**config.mk**
```make
export PLATFORM = sky130hd
export DESIGN_NAME = line_fault_monitor
export DESIGN_NICKNAME = d
export VERILOG_FILES = /design/src/hw/line_fault_pkg.sv /design/src/hw/cond_sync.sv /design/src/hw/line_fault_monitor.sv
export SDC_FILE = /design/constraint.sdc
export NUM_CORES = 1
export LEC_CHECK = 0
export ABC_CLOCK_PERIOD_IN_PS = 3300
export BUFFER_PORTS_ARGS = -buffer_cell sky130_fd_sc_hd__buf_2
export CAP_MARGIN = 15
export CORE_UTILIZATION = 51
export DETAILED_ROUTE_END_ITERATION = 10
export GPL_ROUTABILITY_DRIVEN = 0
export PLACE_DENSITY = 0.92
export SLEW_MARGIN = 20
export SYNTH_ARGS = -nofsm -noshare
export SYNTH_HDL_FRONTEND = slang
export SYNTH_HIERARCHICAL = 1
export SYNTH_SLANG_ARGS = --single-unit
```
**constraint.sdc**
```tcl
create_clock -name clk_sys -period 3.3 [get_ports clk_sys]
set_clock_uncertainty 0.05 [all_clocks]
set_input_delay 0.33 -clock clk_sys [delete_from_list [all_inputs] [get_ports clk_sys]]
set_output_delay 0.33 -clock clk_sys [all_outputs]
set_load 0.03 [all_outputs]
```
**src/hw/line_fault_pkg.sv**
```systemverilog
// constants, types and register map of the line fault monitor
// assumes an APB master on the core clock and 32-bit data
// ***************************************************************
// ***************************************************************
package line_fault_pkg;

  localparam int ADDR_W  = 12;
  localparam int DATA_W  = 32;
  localparam int NUM_DET = 4;
  localparam int COND_W  = 3;

  // ***************************************************************
  // register offsets (byte addresses)
  // ***************************************************************
  localparam logic [ADDR_W-1:0] OFS_POWER_CTRL = 12'h000;
  localparam logic [ADDR_W-1:0] OFS_STATUS_HI  = 12'h004;
  localparam logic [ADDR_W-1:0] OFS_STATUS_LO  = 12'h008;
  localparam logic [ADDR_W-1:0] OFS_IRQ_ENABLE = 12'h00C;
  localparam logic [ADDR_W-1:0] OFS_IRQ_STATUS = 12'h010;
  localparam logic [ADDR_W-1:0] OFS_CONFIG     = 12'h014;
  localparam logic [ADDR_W-1:0] OFS_EVT_STATUS = 12'h018;
  localparam logic [ADDR_W-1:0] OFS_EVT_MASK   = 12'h01C;

  // ***************************************************************
  // field positions and reset values
  // ***************************************************************
  localparam int FAULT_BIT     = 3;
  localparam int STICKY_BIT    = 0;
  localparam int HI_FIELD_LSB  = 4;
  localparam int LO_FIELD_LSB  = 0;
  localparam logic [NUM_DET-1:0] POWER_RESET = 4'h0;
  localparam logic [NUM_DET-1:0] MASK_RESET  = 4'h0;

  // ***************************************************************
  // condition codes
  // ***************************************************************
  localparam logic [COND_W-1:0] COND_SHORT_BAT = 3'h0;
  localparam logic [COND_W-1:0] COND_SHORT_GND = 3'h1;
  localparam logic [COND_W-1:0] COND_NORMAL    = 3'h2;
  localparam logic [COND_W-1:0] COND_OPEN      = 3'h3;
  localparam int                COND_L2L_BIT   = 2;

  typedef logic [COND_W-1:0] cond_t;
  typedef cond_t [NUM_DET-1:0] cond_vec_t;

  typedef struct packed {
    logic              psel;
    logic              penable;
    logic              pwrite;
    logic [ADDR_W-1:0] paddr;
    logic [DATA_W-1:0] pwdata;
  } apb_req_s;

endpackage

```
**src/hw/cond_sync.sv**
```systemverilog
// two-flop synchroniser for the analog detector condition codes
// assumes the codes are quasi-static levels from the analog side
module cond_sync #(
  parameter int WIDTH = 12
) (
  // clock and reset
  input  wire logic             clk_sys,
  input  wire logic             nrst,
  // data
  input  wire logic [WIDTH-1:0] rawIn,
  output logic      [WIDTH-1:0] syncOut
);

  logic [WIDTH-1:0] stage1Reg;

  // first stage feeds only the second stage
  always_ff @(posedge clk_sys or negedge nrst) begin
    if (!nrst) begin
      stage1Reg <= '0;
      syncOut   <= '0;
    end else begin
      stage1Reg <= rawIn;
      syncOut   <= stage1Reg;
    end
  end

endmodule

```
**src/hw/line_fault_monitor.sv**
```systemverilog
// line fault monitor: detector power, condition status, fault interrupt
// assumes APB master on clk_sys and asynchronous analog condition inputs
module line_fault_monitor (
  // clock and reset
  input  wire logic                         clk_sys,
  input  wire logic                         nrst,
  // apb slave
  input  wire line_fault_pkg::apb_req_s     apbReq,
  output logic [line_fault_pkg::DATA_W-1:0] prdata,
  output logic                              pready,
  output logic                              pslverr,
  // analog detectors
  input  wire line_fault_pkg::cond_vec_t    detectorCondRaw,
  output logic [line_fault_pkg::NUM_DET-1:0] detectorPowerUp,
  // alerts
  output logic                              error_alert_n,
  output logic                              irq
);
  import line_fault_pkg::*;

  // ***************************************************************
  // state
  // ***************************************************************
  logic [NUM_DET-1:0] powerReg;
  logic               irqOenReg;
  logic               stickyReg;
  logic               flagReg;
  logic               flagNext;
  logic [NUM_DET-1:0] evtReg;
  logic [NUM_DET-1:0] evtNext;
  logic [NUM_DET-1:0] maskReg;
  logic [NUM_DET-1:0] faultPrevReg;
  logic [DATA_W-1:0]  rdataNext;
  cond_vec_t          condSync;
  cond_vec_t          condCode;
  logic [NUM_DET-1:0] faultNow;
  logic               anyFault;

  function automatic logic addrIs(input logic [ADDR_W-1:0] a,
                                  input logic [ADDR_W-1:0] ofs);
    addrIs = (a == ofs);
  endfunction

  // ***************************************************************
  // detector inputs
  // ***************************************************************
  cond_sync #(
    .WIDTH (NUM_DET*COND_W)
  ) u_sync (
    .clk_sys (clk_sys),
    .nrst    (nrst),
    .rawIn   (detectorCondRaw),
    .syncOut (condSync)
  );

  // unpowered detectors read healthy whatever the line does
  genvar gi;
  generate
    for (gi = 0; gi < NUM_DET; gi++) begin : g_det
      assign condCode[gi] = powerReg[gi] ? condSync[gi]
                                         : COND_NORMAL;
      // 000, 001, 011 and 1xx are all faults
      assign faultNow[gi] = (condCode[gi] != COND_NORMAL);
    end
  endgenerate

  assign anyFault = |faultNow;

  // ***************************************************************
  // bus decode
  // ***************************************************************
  wire setup     = apbReq.psel & apbReq.penable & ~pready;
  wire complete  = apbReq.psel & apbReq.penable & pready;
  wire wrDone    = complete & apbReq.pwrite;
  wire rdDone    = complete & ~apbReq.pwrite;
  wire [ADDR_W-1:0] addr = apbReq.paddr;
  wire hitPower  = addrIs(addr, OFS_POWER_CTRL);
  wire hitStHi   = addrIs(addr, OFS_STATUS_HI);
  wire hitStLo   = addrIs(addr, OFS_STATUS_LO);
  wire hitIrqEn  = addrIs(addr, OFS_IRQ_ENABLE);
  wire hitIrqSt  = addrIs(addr, OFS_IRQ_STATUS);
  wire hitCfg    = addrIs(addr, OFS_CONFIG);
  wire hitEvtSt  = addrIs(addr, OFS_EVT_STATUS);
  wire hitMask   = addrIs(addr, OFS_EVT_MASK);
  wire hitAny    = hitPower | hitStHi | hitStLo | hitIrqEn | hitIrqSt
                 | hitCfg | hitEvtSt | hitMask;
  wire readClr   = rdDone & hitIrqSt;
  wire [NUM_DET-1:0] w1c = (wrDone & hitEvtSt)
                         ? apbReq.pwdata[NUM_DET-1:0] : '0;

  // status pair layout, bit 3 and bits above 6 read zero
  wire [DATA_W-1:0] stHiWord = DATA_W'({condCode[3], 1'b0,
                                        condCode[2]});
  wire [DATA_W-1:0] stLoWord = DATA_W'({condCode[1], 1'b0,
                                        condCode[0]});

  always_comb begin
    rdataNext = '0;
    if (hitPower) rdataNext[NUM_DET-1:0] = powerReg;
    if (hitStHi)  rdataNext = stHiWord;
    if (hitStLo)  rdataNext = stLoWord;
    if (hitIrqEn) rdataNext[FAULT_BIT] = irqOenReg;
    if (hitIrqSt) rdataNext[FAULT_BIT] = flagReg;
    if (hitCfg)   rdataNext[STICKY_BIT] = stickyReg;
    if (hitEvtSt) rdataNext[NUM_DET-1:0] = evtReg;
    if (hitMask)  rdataNext[NUM_DET-1:0] = maskReg;
  end

  // one wait state: data and error are captured with pready
  always_ff @(posedge clk_sys or negedge nrst) begin
    if (!nrst) begin
      pready  <= 1'b0;
      prdata  <= '0;
      pslverr <= 1'b0;
    end else begin
      pready  <= setup;
      pslverr <= setup & ~hitAny;
      if (setup) begin
        prdata <= apbReq.pwrite ? '0 : rdataNext;
      end
    end
  end

  // ***************************************************************
  // control registers
  // ***************************************************************
  always_ff @(posedge clk_sys or negedge nrst) begin
    if (!nrst) begin
      powerReg  <= POWER_RESET;
      irqOenReg <= 1'b0;
      stickyReg <= 1'b0;
      maskReg   <= MASK_RESET;
    end else if (wrDone) begin
      if (hitPower) powerReg  <= apbReq.pwdata[NUM_DET-1:0];
      if (hitIrqEn) irqOenReg <= apbReq.pwdata[FAULT_BIT];
      if (hitCfg)   stickyReg <= apbReq.pwdata[STICKY_BIT];
      if (hitMask)  maskReg   <= apbReq.pwdata[NUM_DET-1:0];
    end
  end

  // ***************************************************************
  // fault flag and error pin
  // ***************************************************************
  // latched flag: a fault still present at the read keeps it set
  assign flagNext = stickyReg
                  ? (anyFault | (flagReg & ~readClr))
                  : anyFault;

  always_ff @(posedge clk_sys or negedge nrst) begin
    if (!nrst) begin
      flagReg       <= 1'b0;
      error_alert_n <= 1'b1;
    end else begin
      flagReg       <= flagNext;
      error_alert_n <= ~(flagReg & irqOenReg);
    end
  end

  // ***************************************************************
  // per-detector onset events and interrupt output
  // ***************************************************************
  // onset detect only; a steady fault raises one event
  assign evtNext = (evtReg & ~w1c) | (faultNow & ~faultPrevReg);

  always_ff @(posedge clk_sys or negedge nrst) begin
    if (!nrst) begin
      faultPrevReg <= '0;
      evtReg       <= '0;
      irq          <= 1'b0;
    end else begin
      faultPrevReg <= faultNow;
      evtReg       <= evtNext;
      irq          <= |(evtReg & maskReg);
    end
  end

  assign detectorPowerUp = powerReg;
endmodule

```
## Yosys cells after proc, flatten, opt, wreduce, memory -nomap -nowiden

Index checks and enable logic that the tools add are counted.

| storage, ports and cells | value |
|---|---|
| bits in registers | 79 |
| latch bits | 0 |
| bits in writable memories | 0 |
| memory bits (read-only) | 0 |
| input port bits | 61 |
| output and inout bits | 40 |
| word-level logic and storage cells | 76 |
| memories kept | 0 |

| cells by class | value |
|---|---|
| $add $sub $neg | 0 |
| multiply operators | 0 |
| div/mod/pow operators | 0 |
| $lt $le $gt $ge | 0 |
| eq/ne operators | 11 |
| shift operators | 0 |
| mux-type cells | 15 |
| bitwise logic cells | 29 |
| reductions and logical operators | 7 |

Operator list:

| kind | number |
|---|---|
| 32-bit two-way mux | 2 |
| 12-bit by 5-bit == test with 1-bit output (second input constant) | 4 |
| 12-bit by 4-bit == test with 1-bit output (second input constant) | 2 |
| 4-bit two-way mux | 4 |
| 4-bit AND | 3 |
| 12-bit by 3-bit == test with 1-bit output (second input constant) | 1 |
| 12-bit logical NOT | 1 |
| 3-bit two-way mux | 4 |
| 3-bit by 2-bit != test with 1-bit output (second input constant) | 4 |
| 1-bit AND | 10 |
| 4-bit NOT | 2 |
| 1-bit OR | 8 |
| 2-bit AND reduction | 4 |
| 4-bit OR reduction | 2 |
| 7-bit two-way mux | 1 |
| 1-bit NOT | 5 |
| 1-bit two-way mux | 4 |
| 4-bit OR | 1 |

## Depth between registers and ports, before layout

Gate-level depths: netlist of the first run.

| depth | value |
|---|---|
| depth after elaboration | 10 |
| mapped depth | 6 |
| depth with buffers taken out | 4 |

## Hierarchy

Netlist of the first run, hierarchy kept.

Modules (own cells, without submodules):

| module | instances | cells each | area an instance (sq um) | seq. area each (sq um) |
|---|---|---|---|---|
| line_fault_monitor | 1 | 189 | 1798.0 | 752.0 |
| cond_sync | 1 | 24 | 600.6 | 600.6 |

## Least setup slack after synthesis of the first run

OpenSTA, ideal clock, no wires.

| path | value |
|---|---|
| path type | register to register |
| start | register pready |
| end | register prdata[1] (netlist name) |
| setup time | 87 ps |
| arrival | 2001 ps |
| required time | 3163 ps |
| slack | 1163 ps |
| stages on the path, launching flop included | 5 |
| buffers on the path | 0 |
| period minus slack after synthesis | 2137 ps |
| cells stage by stage | dfrtp_1 -> or4bb_1 -> or3_4 -> or4_1 -> o211ai_1 |

| between the ends | value |
|---|---|
| longest elaborated chain between the ends | 2 |

Ends and longest elaborated chain:

| element | RTL line | RTL |
|---|---|---|
| start, declared | line_fault_monitor.sv:10 | `output logic pready,` |
| start signal, assigned | line_fault_monitor.sv:116 | `pready <= setup;` |
| 1-bit NOT | line_fault_monitor.sv:72 | `wire setup = apbReq.psel & apbReq.penable & ~pready;` |
| 1-bit AND | line_fault_monitor.sv:72 |  |
| end signal, assigned | line_fault_monitor.sv:119 | `prdata <= apbReq.pwrite ? '0 : rdataNext;` |
| end, declared | line_fault_monitor.sv:9 | `output logic [line_fault_pkg::DATA_W-1:0] prdata,` |

No other way between the ends.
A chain may end at the register's enable or synchronous reset.

## Worst setup path after layout of the first run

| path | value |
|---|---|
| start | register pready |
| end | register powerReg[2] (netlist: detectorPowerUp[2]) |

| between the ends | value |
|---|---|
| longest elaborated chain between the ends | 3 |

Ends and longest elaborated chain:

| element | RTL line | RTL |
|---|---|---|
| 1-bit AND | line_fault_monitor.sv:73 | `wire complete = apbReq.psel & apbReq.penable & pready;` |
| 1-bit AND | line_fault_monitor.sv:74 | `wire wrDone = complete & apbReq.pwrite;` |
| 2-bit AND reduction (no line) | n/a |  |
| end signal, assigned | line_fault_monitor.sv:134 | `if (hitPower) powerReg <= apbReq.pwdata[NUM_DET-1:0];` |
| end, declared | line_fault_monitor.sv:24 | `logic [NUM_DET-1:0] powerReg;` |

No other way between the ends.

==> summary.txt, run 1 <==
CTS
  – Clock root cell: clkbuf_8
  – Number of buffers created by CTS: 5
  – Clk slew on worst S/H paths: around 100 ps
  – CTS Buffer Depth: 2
  – Clk_lat worst skew: ~310 ps
  – Hold-fix buffers, CTS: 0
  – Post-CTS Setup Bufs: 0
  – CTS tree: yes
  – CTS resizes: 0
  – H-tree depth: 2
  – Clock Sinks: 54

Cells and area
  – Synth-to-Final Area Change: 11.68%
  – Fill cells: approximately 360
  – Ratio of cells with drive above 1 in the final layout: 26.82%
  – Core Util, Final: roughly three fifths
  – N_diodes: 0
  – Final nets: ~320
  – Final cell count without fillers: 313

Timing
  – WHS: -5.746 ps
  – Post-route setup TNS: 0 ps
  – Period utilization: 69.44%
  – Shortest period the worst path allows: 2292 ps
  – Slew headroom: a little over two fifths
  – Unrepaired setup endpoints after global routing: no
  – Worst-margin pin slew: 841.7 ps
  – Final setup viols: 0
  – Final hold vios: 6
  – Max Freq: between 400 and 500 MHz
  – Final Max Tran Viols: 0

Routing
  – Total routed wirelength: roughly 4.9 mm
  – DR vias: between 1.5k and 2k
  – DR pass1 iterations: 7
  – Post-route DRC: 16
  – Vias per cell: ~5.6
  – Final ANT Viol Nets: 0
  – Initial drt markers: 192
  – WL/cell: approximately 16 um

Synth
  – Post-synth EDFFs: 0
  – YS warnings: 6
  – Netlist cell types: 45
  – Synth area leader: dfrtp_1
  – Synthesized cell area: between 2000 and 2500 um^2
  – Dominant cells by area after synthesis: dfrtp_1 (55%), buf_4 (7.8%), mux2_2 (4.7%)
  – Cell count after synthesis: around 210
  – Async set-reset flop share out of synthesis: 100.0%
  – Top-area cell type share of the netlist area: between 50% and 60%
  – Top cells by count, synth: dfrtp_1 (53), buf_4 (25), nand2_1 (19), inv_1 (11), mux2_2 (10)
  – Register area share after synthesis: 56.39%
  – Most common cell in the netlist: dfrtp_1
  – Synth Flop Type: dfrtp_1
  – Seq cells post-synth: 54
  – Syn Area/Cell: between 10 and 15 um^2

Die
  – Die ar.: 4982 um^2
  – Die extent in y: approximately 70 um
  – Rows: 24
  – Die span in x: about 71 um
  – Core area: around 4400 um^2
  – Starting Density: a little over half
  – Top-Level Pins: between 100 and 150

Min path
  – Tightest Hold Check Type: in -> async

GRT
  – Total global routing overflow: 0
  – Largest net degree at the start of global routing: 55
  – Global Route met1 Usage: 25.99%
  – GR peak layer: met2
  – First-pass GRT wire length: approximately 7.9 mm
  – GRT Util Overall: 21.07%
  – M2 GR Usage: 33.23%
  – Antenna violations before repair: 0
  – GR Util met3: between 7 and 8%
  – Vias in the first global route: about 1.7k

Setup path
  – Flop2flop setup slack: approximately 1000 ps
  – Crit. End Element: register
  – Worst setup SP type: register
  – Crit path DAT: around 2400 ps
  – Kind of critical path: reg -> reg
  – Crit-path max FO: 5
  – WP data required: 3440 ps

Power and ir drop
  – Leak: 1.292 nW
  – PwrDens: around 460 nW/um^2
  – Total power: about 1.2 mW
  – Worst ir drop on vdd: roughly 0.00029 V

Outcome
  – Failing checks: DRC, hold timing
  – Status: complete, but fails checks

Placed design
  – Inst Count DP: 305
  – Final HPWL DP: 3.596 mm
  – PortBufs: 47

Flow run
  – Reported max-cap violation count: 0
path summary, 6_finish.rpt:
path	from	to	cells after the start
max reg2reg	pready	detectorPowerUp[2]	4
max in group asynchronous	nrst	faultPrevReg[1]	1
min reg2reg	u_sync/stage1Reg[9]	u_sync/syncOut[9]	0
min in group clk_sys	detectorCondRaw[4]	u_sync/stage1Reg[4]	1
min	nrst	prdata[1]	1
max	pready	detectorPowerUp[2]	4
registers in the layout, indices dropped and copies added, names as in the netlist:
register and cells:
maskReg 4, detectorPowerUp 4, flagReg 1, faultPrevReg 4, evtReg 4, pslverr 1, pready 1, u_sync/syncOut 12
stickyReg 1, error_alert_n 1, irq 1, u_sync/stage1Reg 12, irqOenReg 1, prdata 7
critical path, cell delays in order, from the launching register on:
cell and delay, ps:
dfrtp_1 410, nand4_1 250, or3_1 400, nor3_1 650, mux2_2 420
layout make-up:
cell class	count	area (um^2)	share of cell area, %
Inverter	11	41.29	1.541
Multi-Input combinational cell	141	875.8	32.69
Clock buffer	7	76.32	2.849
Clock inverter	1	30.03	1.121
Sequential cell	54	1353	50.49
Timing Repair Buffer	47	237.7	8.874
Tap cell	52	65.06	2.429
power breakdown:
part	leakage [nW]	total (mW)	switching, mW	internal [mW]
combinational	0.556	0.109	0.0834	0.0256
sequential	0.683	0.685	0.00769	0.678
clock	0.0524	0.428	0.200	0.227
cell families after synthesis:
group / after synthesis / synth area share, %
AO/OA/AOI/OAI: 38 / 11.53
buffers and inverters: 42 / 10.85
flip-flops: 54 / 56.39
multiplexers: 10 / 4.695
other: 1 / 0.1563
AND/OR/NAND/NOR: 68 / 16.38
cell usage in the layout, fill, tap and decap left out, types with 3 or more instances in the layout:
cell type | Yosys | layout
nand3_1 | 3 | 3
conb_1 | 1 | 25
o211ai_1 | 3 | 3
nor3_1 | 5 | 5
o21ai_0 | 7 | 7
a32oi_1 | 3 | 3
dfrtp_1 | 53 | 53
clkbuf_8 | 0 | 5
buf_2 | 1 | 46
mux2_2 | 10 | 10
nor2_1 | 8 | 8
or3_1 | 4 | 4
o31ai_1 | 4 | 4
nand2_1 | 19 | 19
nor4_1 | 4 | 4
inv_1 | 11 | 11
a21oi_1 | 4 | 4
nand2b_1 | 5 | 5
nand4_1 | 3 | 3
metal layers:
layer | wire length, um | share of wire (%)
met1 | 1984 | 40
met2 | 2374 | 48
met3 | 435 | 8.8
met4 | 129 | 2.6
met5 | 0 | 0
per-stage QoR:
step | setup slack (ps) | area (um^2) | hold WS (ps)
2_1_floorplan | 1163 | 2489 | -15.59
3_3_place_gp | 857.2 | 2570 | 281.9
3_5_place_dp | 830.3 | 2570 | 284.7
4_1_cts | 1061 | 2676 | 70.18
5_1_grt | 904.8 | 2679 | 45.65
6_report | 1008 | 2679 | -5.746
No activity file was read; power rests on OpenSTA's default activity.
==> run 2: changes to the inputs <==
- ABC_CLOCK_PERIOD_IN_PS: 3300 -> 2300
- CORE_UTILIZATION: 51 -> 47
- PLACE_DENSITY: 0.92 -> 0.87
- clock period: 3.3 -> 2.3 ns (I/O delays scaled with it)
==> run 2 against run 1 <==
Net effect: the flow now finishes without violations; flip-flop and latch count unchanged; critical path type unchanged; power up 38%; non-clock buffer count up 18; via count up 4.0%; clock-buffer cell count down 1; highest routed layer unchanged; final cell count up 11%; worst setup slack worse by 820 ps; final area up 6.4%.
==> summary.txt, run 2 (synthesis results as in run 1) <==
Timing
  – Max Freq: 472.8 MHz (+8.3%)
  – Slew headroom: 57.76% (+14 points)
  – Post-route setup TNS: 0 ps (unchanged)
  – Period utilization: 91.96% (+23 points)
  – Shortest period the worst path allows: 2115 ps (-176.6 ps)
  – Final hold vios: 0 (-6)
  – Final Max Tran Viols: 0 (unchanged)
  – Final setup viols: 0 (unchanged)
  – Unrepaired setup endpoints after global routing: no
  – Worst-margin pin slew: 624.8 ps (-216.9 ps)

GRT
  – GRT Util Overall: 19.49% (-1.6 points)
  – Total global routing overflow: 0 (unchanged)
  – First-pass GRT wire length: 7.686 mm (-3.2%)
  – M2 GR Usage: 31.58% (-1.6 points)
  – Largest net degree at the start of global routing: 29 (-47%)
  – Vias in the first global route: 1645 (-4.9%)
  – Antenna violations before repair: 0 (unchanged)
  – Global Route met1 Usage: 25.11% (-0.88 points)
  – GR peak layer: met2
  – GR Util met3: 4.938% (-2.3 points)

Flow run
  – Reported max-cap violation count: 0 (unchanged)

Cells and area
  – Most frequent cells in the layout: dfrtp_1 (53), buf_2 (47), conb_1 (25), nand2_1 (19), dlygate4sd3_1 (13)
  – N_diodes: 0 (unchanged)
  – Largest regs: u_sync/stage1Reg: 12 flops, u_sync/syncOut: 12 flops, prdata: 7 flops
  – Final cell count without fillers: 346 (+11%)
  – Ratio of cells with drive above 1 in the final layout: 27.60% (+0.78 points)
  – Final nets: 339 (+5.6%)
  – Most common cell after layout, fill and taps aside: dfrtp_1
  – Synth-to-Final Area Change: 18.88%

Setup path
  – Crit-path max FO: 5 (unchanged)
  – Crit. End Element: register
  – Crit path DAT: 2290 ps (-140 ps)
  – WP data required: 2470 ps (-970 ps)
  – Worst setup SP type: register
  – Kind of critical path: reg -> reg

CTS
  – CTS tree: yes
  – Clock root cell: clkbuf_8
  – Clk_lat worst skew: 300 ps (about the same)
  – Clock Sinks: 54 (unchanged)
  – CTS Buffer Depth: 2 (unchanged)
  – Number of buffers created by CTS: 5 (unchanged)
  – CTS resizes: 0 (unchanged)
  – Clk slew on worst S/H paths: 90 ps (about the same)
  – H-tree depth: 2 (unchanged)

Die
  – Core area: 4817 um^2 (+8.4%)
  – Rows: 25 (+4.2%)
  – Starting Density: 49.79% (-4.2 points)
  – Die extent in y: 73.44 um (+4.0%)
  – Top-Level Pins: 101 (unchanged)
  – Die span in x: 73.44 um (+4.0%)
  – Die ar.: 5393 um^2 (+8.3%)

Routing
  – Final ANT Viol Nets: 0 (unchanged)
  – WL/cell: 14.10 um (-10%)
  – Vias per cell: 5.249 (-5.9%)
  – Total routed wirelength: 4.879 mm (-0.91%)
  – Initial drt markers: 151 (-21%)
  – Post-route DRC: 0 (-16)
  – DR vias: 1816 (+4.0%)
  – DR pass1 iterations: 4 (-3)

Power and ir drop
  – PwrDens: 591.8 nW/um^2 (+30%)
  – Worst ir drop on vdd: 0.0004526 V (+54%)
  – Leak: 1.366 nW (+5.7%)

Placed design
  – Final HPWL DP: 3.675 mm (+2.2%)
  – Inst Count DP: 325 (+6.6%)
  – PortBufs: 47 (unchanged)

Outcome
  – Status: completed

Min path
  – Tightest Hold Check Type: in -> reg
[run 2: layer usage]
metal / share of wire, % / vias to the layer above
li1: - / 839
met2: 48 / 94
met1: 42 / 871
met3: 7.4 / 12
met5: 0 / -
met4: 1.8 / 0
[run 2: stage by stage]
step | power, mW | setup WS, ps | hold slack [ps] | area, um^2 | util [%]
detailed placement | 1.162 | 168.0 | 224.3 | 2626 | 54.52
global route | 1.765 | 120.7 | 144.0 | 2851 | 59.19
global placement | 1.158 | 189.0 | 214.0 | 2626 | 54.52
CTS | 1.708 | 182.8 | 143.4 | 2851 | 59.19
floorplan | 1.126 | 162.8 | -115.6 | 2489 | -
finish | 1.687 | 184.9 | 157.9 | 2851 | 59.19
[run 2: path summary, 6_finish.rpt]
check	slack [ps]	cells past startpoint	startpoint	endpoint
worst max-delay path	180	4	pready	prdata[1]
worst min-delay path	160	2	apbReq[1]	detectorPowerUp[1]
worst max register to register	180	4	pready	prdata[1]
worst min register to register	300	0	u_sync/stage1Reg[11]	u_sync/syncOut[11]
max in group asynchronous	1110	3	nrst	error_alert_n
min in group asynchronous	420	2	nrst	irq
[run 2: where the power goes]
| group | leakage [nW] | internal, mW | total (mW) | switching (mW) |
|---|---|---|---|---|
| Sequential | 0.683 | 0.972 | 0.983 | 0.0108 |
| Combinational | 0.635 | 0.0539 | 0.177 | 0.123 |
| Clock | 0.0472 | 0.242 | 0.528 | 0.286 |
| Total | 1.37 | 1.27 | 1.69 | 0.419 |
[run 2: what timing repair did]
| action | 4_1_cts | 5_1_grt |
|---|---|---|
| buffers inserted | 0 | 0 |
| endpoints found under the hold margin | 38 | 0 |
| hold buffers | 13 | 0 |
[run 2: critical path, stage by stage (launching register included)]
cell and delay, ps:
dfrtp_1 420, or4bb_1 570, or3_4 380, or4_1 520, o211ai_1 110
[run 2: layout make-up]
cell class | count | area, um^2
inverter | 11 | 41.29
clock buffer | 6 | 82.58
tap | 67 | 83.83
timing repair buffer | 65 | 402.9
fill | 418 | 1966
clock inverter | 2 | 12.51
sequential | 54 | 1353
multi-input combinational | 141 | 875.8
==> run 3: changes to the inputs <==
==> constraint.sdc (replaced) <==
create_clock -name clk_sys -period 2.3 [get_ports clk_sys]
set_clock_uncertainty 0.05 [all_clocks]
set_input_delay 0.575 -clock clk_sys [delete_from_list [all_inputs] [get_ports clk_sys]]
set_output_delay 0.575 -clock clk_sys [all_outputs]
set_load 0.03 [all_outputs]
==> run 3 against run 2 <==
Net effect: worst setup slack improved by 57 ps; utilization decreased by 0.55 points; flip-flop and latch count is the same; highest routed layer unchanged; non-clock buffer count down 1; routed wire length rose by 3.0%; sequential share of layout area increased by 0.44 points; final cell count is 0.29% lower; critical path type is now in -> reg; die area stayed put; maximum frequency up 2.8%; first-iteration DRC count grew 9.3%; via count down 0.33%.
==> summary.txt, run 3 (synthesis results as in run 1) <==
Die
  – Die span in x: 73.44 um (unchanged)
  – Rows: 25 (unchanged)
  – Die extent in y: 73.44 um (unchanged)
  – Top-Level Pins: 101 (unchanged)
  – Starting Density: 49.79% (unchanged)
  – Core area: 4817 um^2 (unchanged)
  – Die ar.: 5393 um^2 (unchanged)

CTS
  – Number of buffers created by CTS: 5 (unchanged)
  – Clk_lat worst skew: 310 ps (about the same)
  – Hold-fix buffers, CTS: 0 (-13)
  – Post-CTS Setup Bufs: 0 (unchanged)
  – CTS Buffer Depth: 2 (unchanged)
  – CTS tree: yes
  – Clock root cell: clkbuf_8
  – Clk slew on worst S/H paths: 100 ps (about the same)
  – H-tree depth: 2 (unchanged)
  – CTS resizes: 0 (unchanged)
  – Clock Sinks: 54 (unchanged)

Timing
  – WHS: 186.8 ps (+28.91 ps)
  – Post-route setup TNS: 0 ps (unchanged)
  – Final Max Tran Viols: 0 (unchanged)
  – Worst-margin pin slew: 533.9 ps (-90.86 ps)
  – Final setup viols: 0 (unchanged)
  – Slew headroom: 64.40% (+6.6 points)
  – Unrepaired setup endpoints after global routing: no
  – Shortest period the worst path allows: 2058 ps (-57.37 ps)
  – Max Freq: 486.0 MHz (+2.8%)
  – Period utilization: 89.47% (-2.5 points)
  – Final hold vios: 0 (unchanged)

Placed design
  – PortBufs: 47 (unchanged)
  – Placed Area: 2735 um^2 (+4.1%)
  – Final HPWL DP: 3.814 mm (+3.8%)

Setup path
  – Crit-path max FO: 9 (+4)
  – WP data required: 2480 ps (about the same)
  – Kind of critical path: in -> reg
  – Crit path cell chain: buf_2, or4_4, buf_4, nor3_1, o21ai_0, o211ai_1
  – CP max stage delay: 590 ps (+20 ps)
  – Critical-path top delay cell: or4_4
  – Worst setup SP type: primary input
  – FF-to-FF End: prdata[0]
  – R2R Path Start: pready
  – Crit. End Element: register
  – Crit path launch: apbReq[41]
  – R2R depth: 5 (+1)
  – Flop2flop setup slack: 300 ps (+120 ps)
  – Crit path DAT: 2240 ps (-50 ps)

GRT
  – Total global routing overflow: 0 (unchanged)
  – First-pass GRT wire length: 8.073 mm (+5.0%)
  – Largest net degree at the start of global routing: 32 (+10%)
  – GRT Util Overall: 20.53% (+1.0 points)
  – Antenna violations before repair: 0 (unchanged)
  – Vias in the first global route: 1748 (+6.3%)

Cells and area
  – Fill cells: 432 (+3.3%)
  – Ratio of cells with drive above 1 in the final layout: 32.01% (+4.4 points)
  – Final nets: 338 (-0.29%)
  – Most common cell after layout, fill and taps aside: dfrtp_1
  – Most frequent cells in the layout: dfrtp_1 (53), buf_2 (47), conb_1 (25), nand2_1 (19), buf_4 (16)
  – Post-Layout Inst Area: 2825 um^2 (-0.92%)
  – Synth-to-Final Area Change: 17.79%
  – N_diodes: 0 (unchanged)
  – Largest regs: u_sync/stage1Reg: 12 flops, u_sync/syncOut: 12 flops, prdata: 7 flops

Power and ir drop
  – Worst ir drop on vdd: 0.0004954 V (+9.5%)
  – PwrDens: 597.2 nW/um^2 (+0.93%)
  – Leak: 1.371 nW (+0.39%)
  – Total power: 1.687 mW (about the same)

Routing
  – Total routed wirelength: 5.024 mm (+3.0%)
  – WL/cell: 14.56 um (+3.3%)
  – Final ANT Viol Nets: 0 (unchanged)
  – Initial drt markers: 165 (+9.3%)
  – Vias per cell: 5.246 (about the same)
  – DR vias: 1810 (-0.33%)
  – DR pass1 iterations: 4 (unchanged)
  – Post-route DRC: 0 (unchanged)

Min path
  – Tightest Hold Check Type: in -> async

Flow run
  – Reported max-cap violation count: 0 (unchanged)

Outcome
  – Status: completed
run 3: cell types whose count changed in the layout (fill, tap and decap cells not counted), sizes merged:
cell,previous run,this run
dlygate4sd3,13,0
buf,52,64
clkinvlp,1,0
inv,11,12
run 3: final cells by class:
class	count	area [um^2]	area share [%]
Clock buffer	6	72.57	2.569
Inverter	11	41.29	1.461
Clock inverter	2	17.52	0.6200
Timing Repair Buffer	64	375.4	13.29
Multi-Input combinational cell	141	882.1	31.22
Sequential cell	54	1353	47.87
Tap cell	67	83.83	2.967
run 3: worst max-delay path: cells and delay by family:
| family | cells | cell delay [ps] |
|---|---|---|
| buffers and inverters | 2 | 270 |
| and+or+nand+nor | 2 | 940 |
| AOI/OAI and AO/OA | 2 | 450 |
run 3: where the power goes:
| group | internal [mW] | total (mW) | switching (mW) |
|---|---|---|---|
| clock network | 0.221 | 0.532 | 0.310 |
| logic | 0.0500 | 0.173 | 0.123 |
| registers | 0.972 | 0.982 | 0.0102 |
| total | 1.24 | 1.69 | 0.444 |
run 3: stage by stage:
step	utilization [%]	worst slack, ps	cells
2_1_floorplan	-	28.34	237
3_3_place_gp	56.78	-48.90	337
3_5_place_dp	56.78	-82.90	337
4_1_cts	58.65	249.8	345
5_1_grt	58.65	162.0	345
6_report	58.65	242.3	345
run 3: worst max path at each step:
stage / endpoint
5_1_grt: prdata[0]
6_report: prdata[0]
3_5_place_dp: flagReg
2_1_floorplan: flagReg
4_1_cts: flagReg
3_3_place_gp: flagReg
run 3: routing by layer:
metal | global-route usage (%) | wire length, um | part of all wire [%]
met3 | 5.898 | 311 | 6.2
met4 | 11.32 | 141 | 2.8
met1 | 24.98 | 2111 | 42
met2 | 33.02 | 2459 | 49
met5 | 0 | 0 | 0
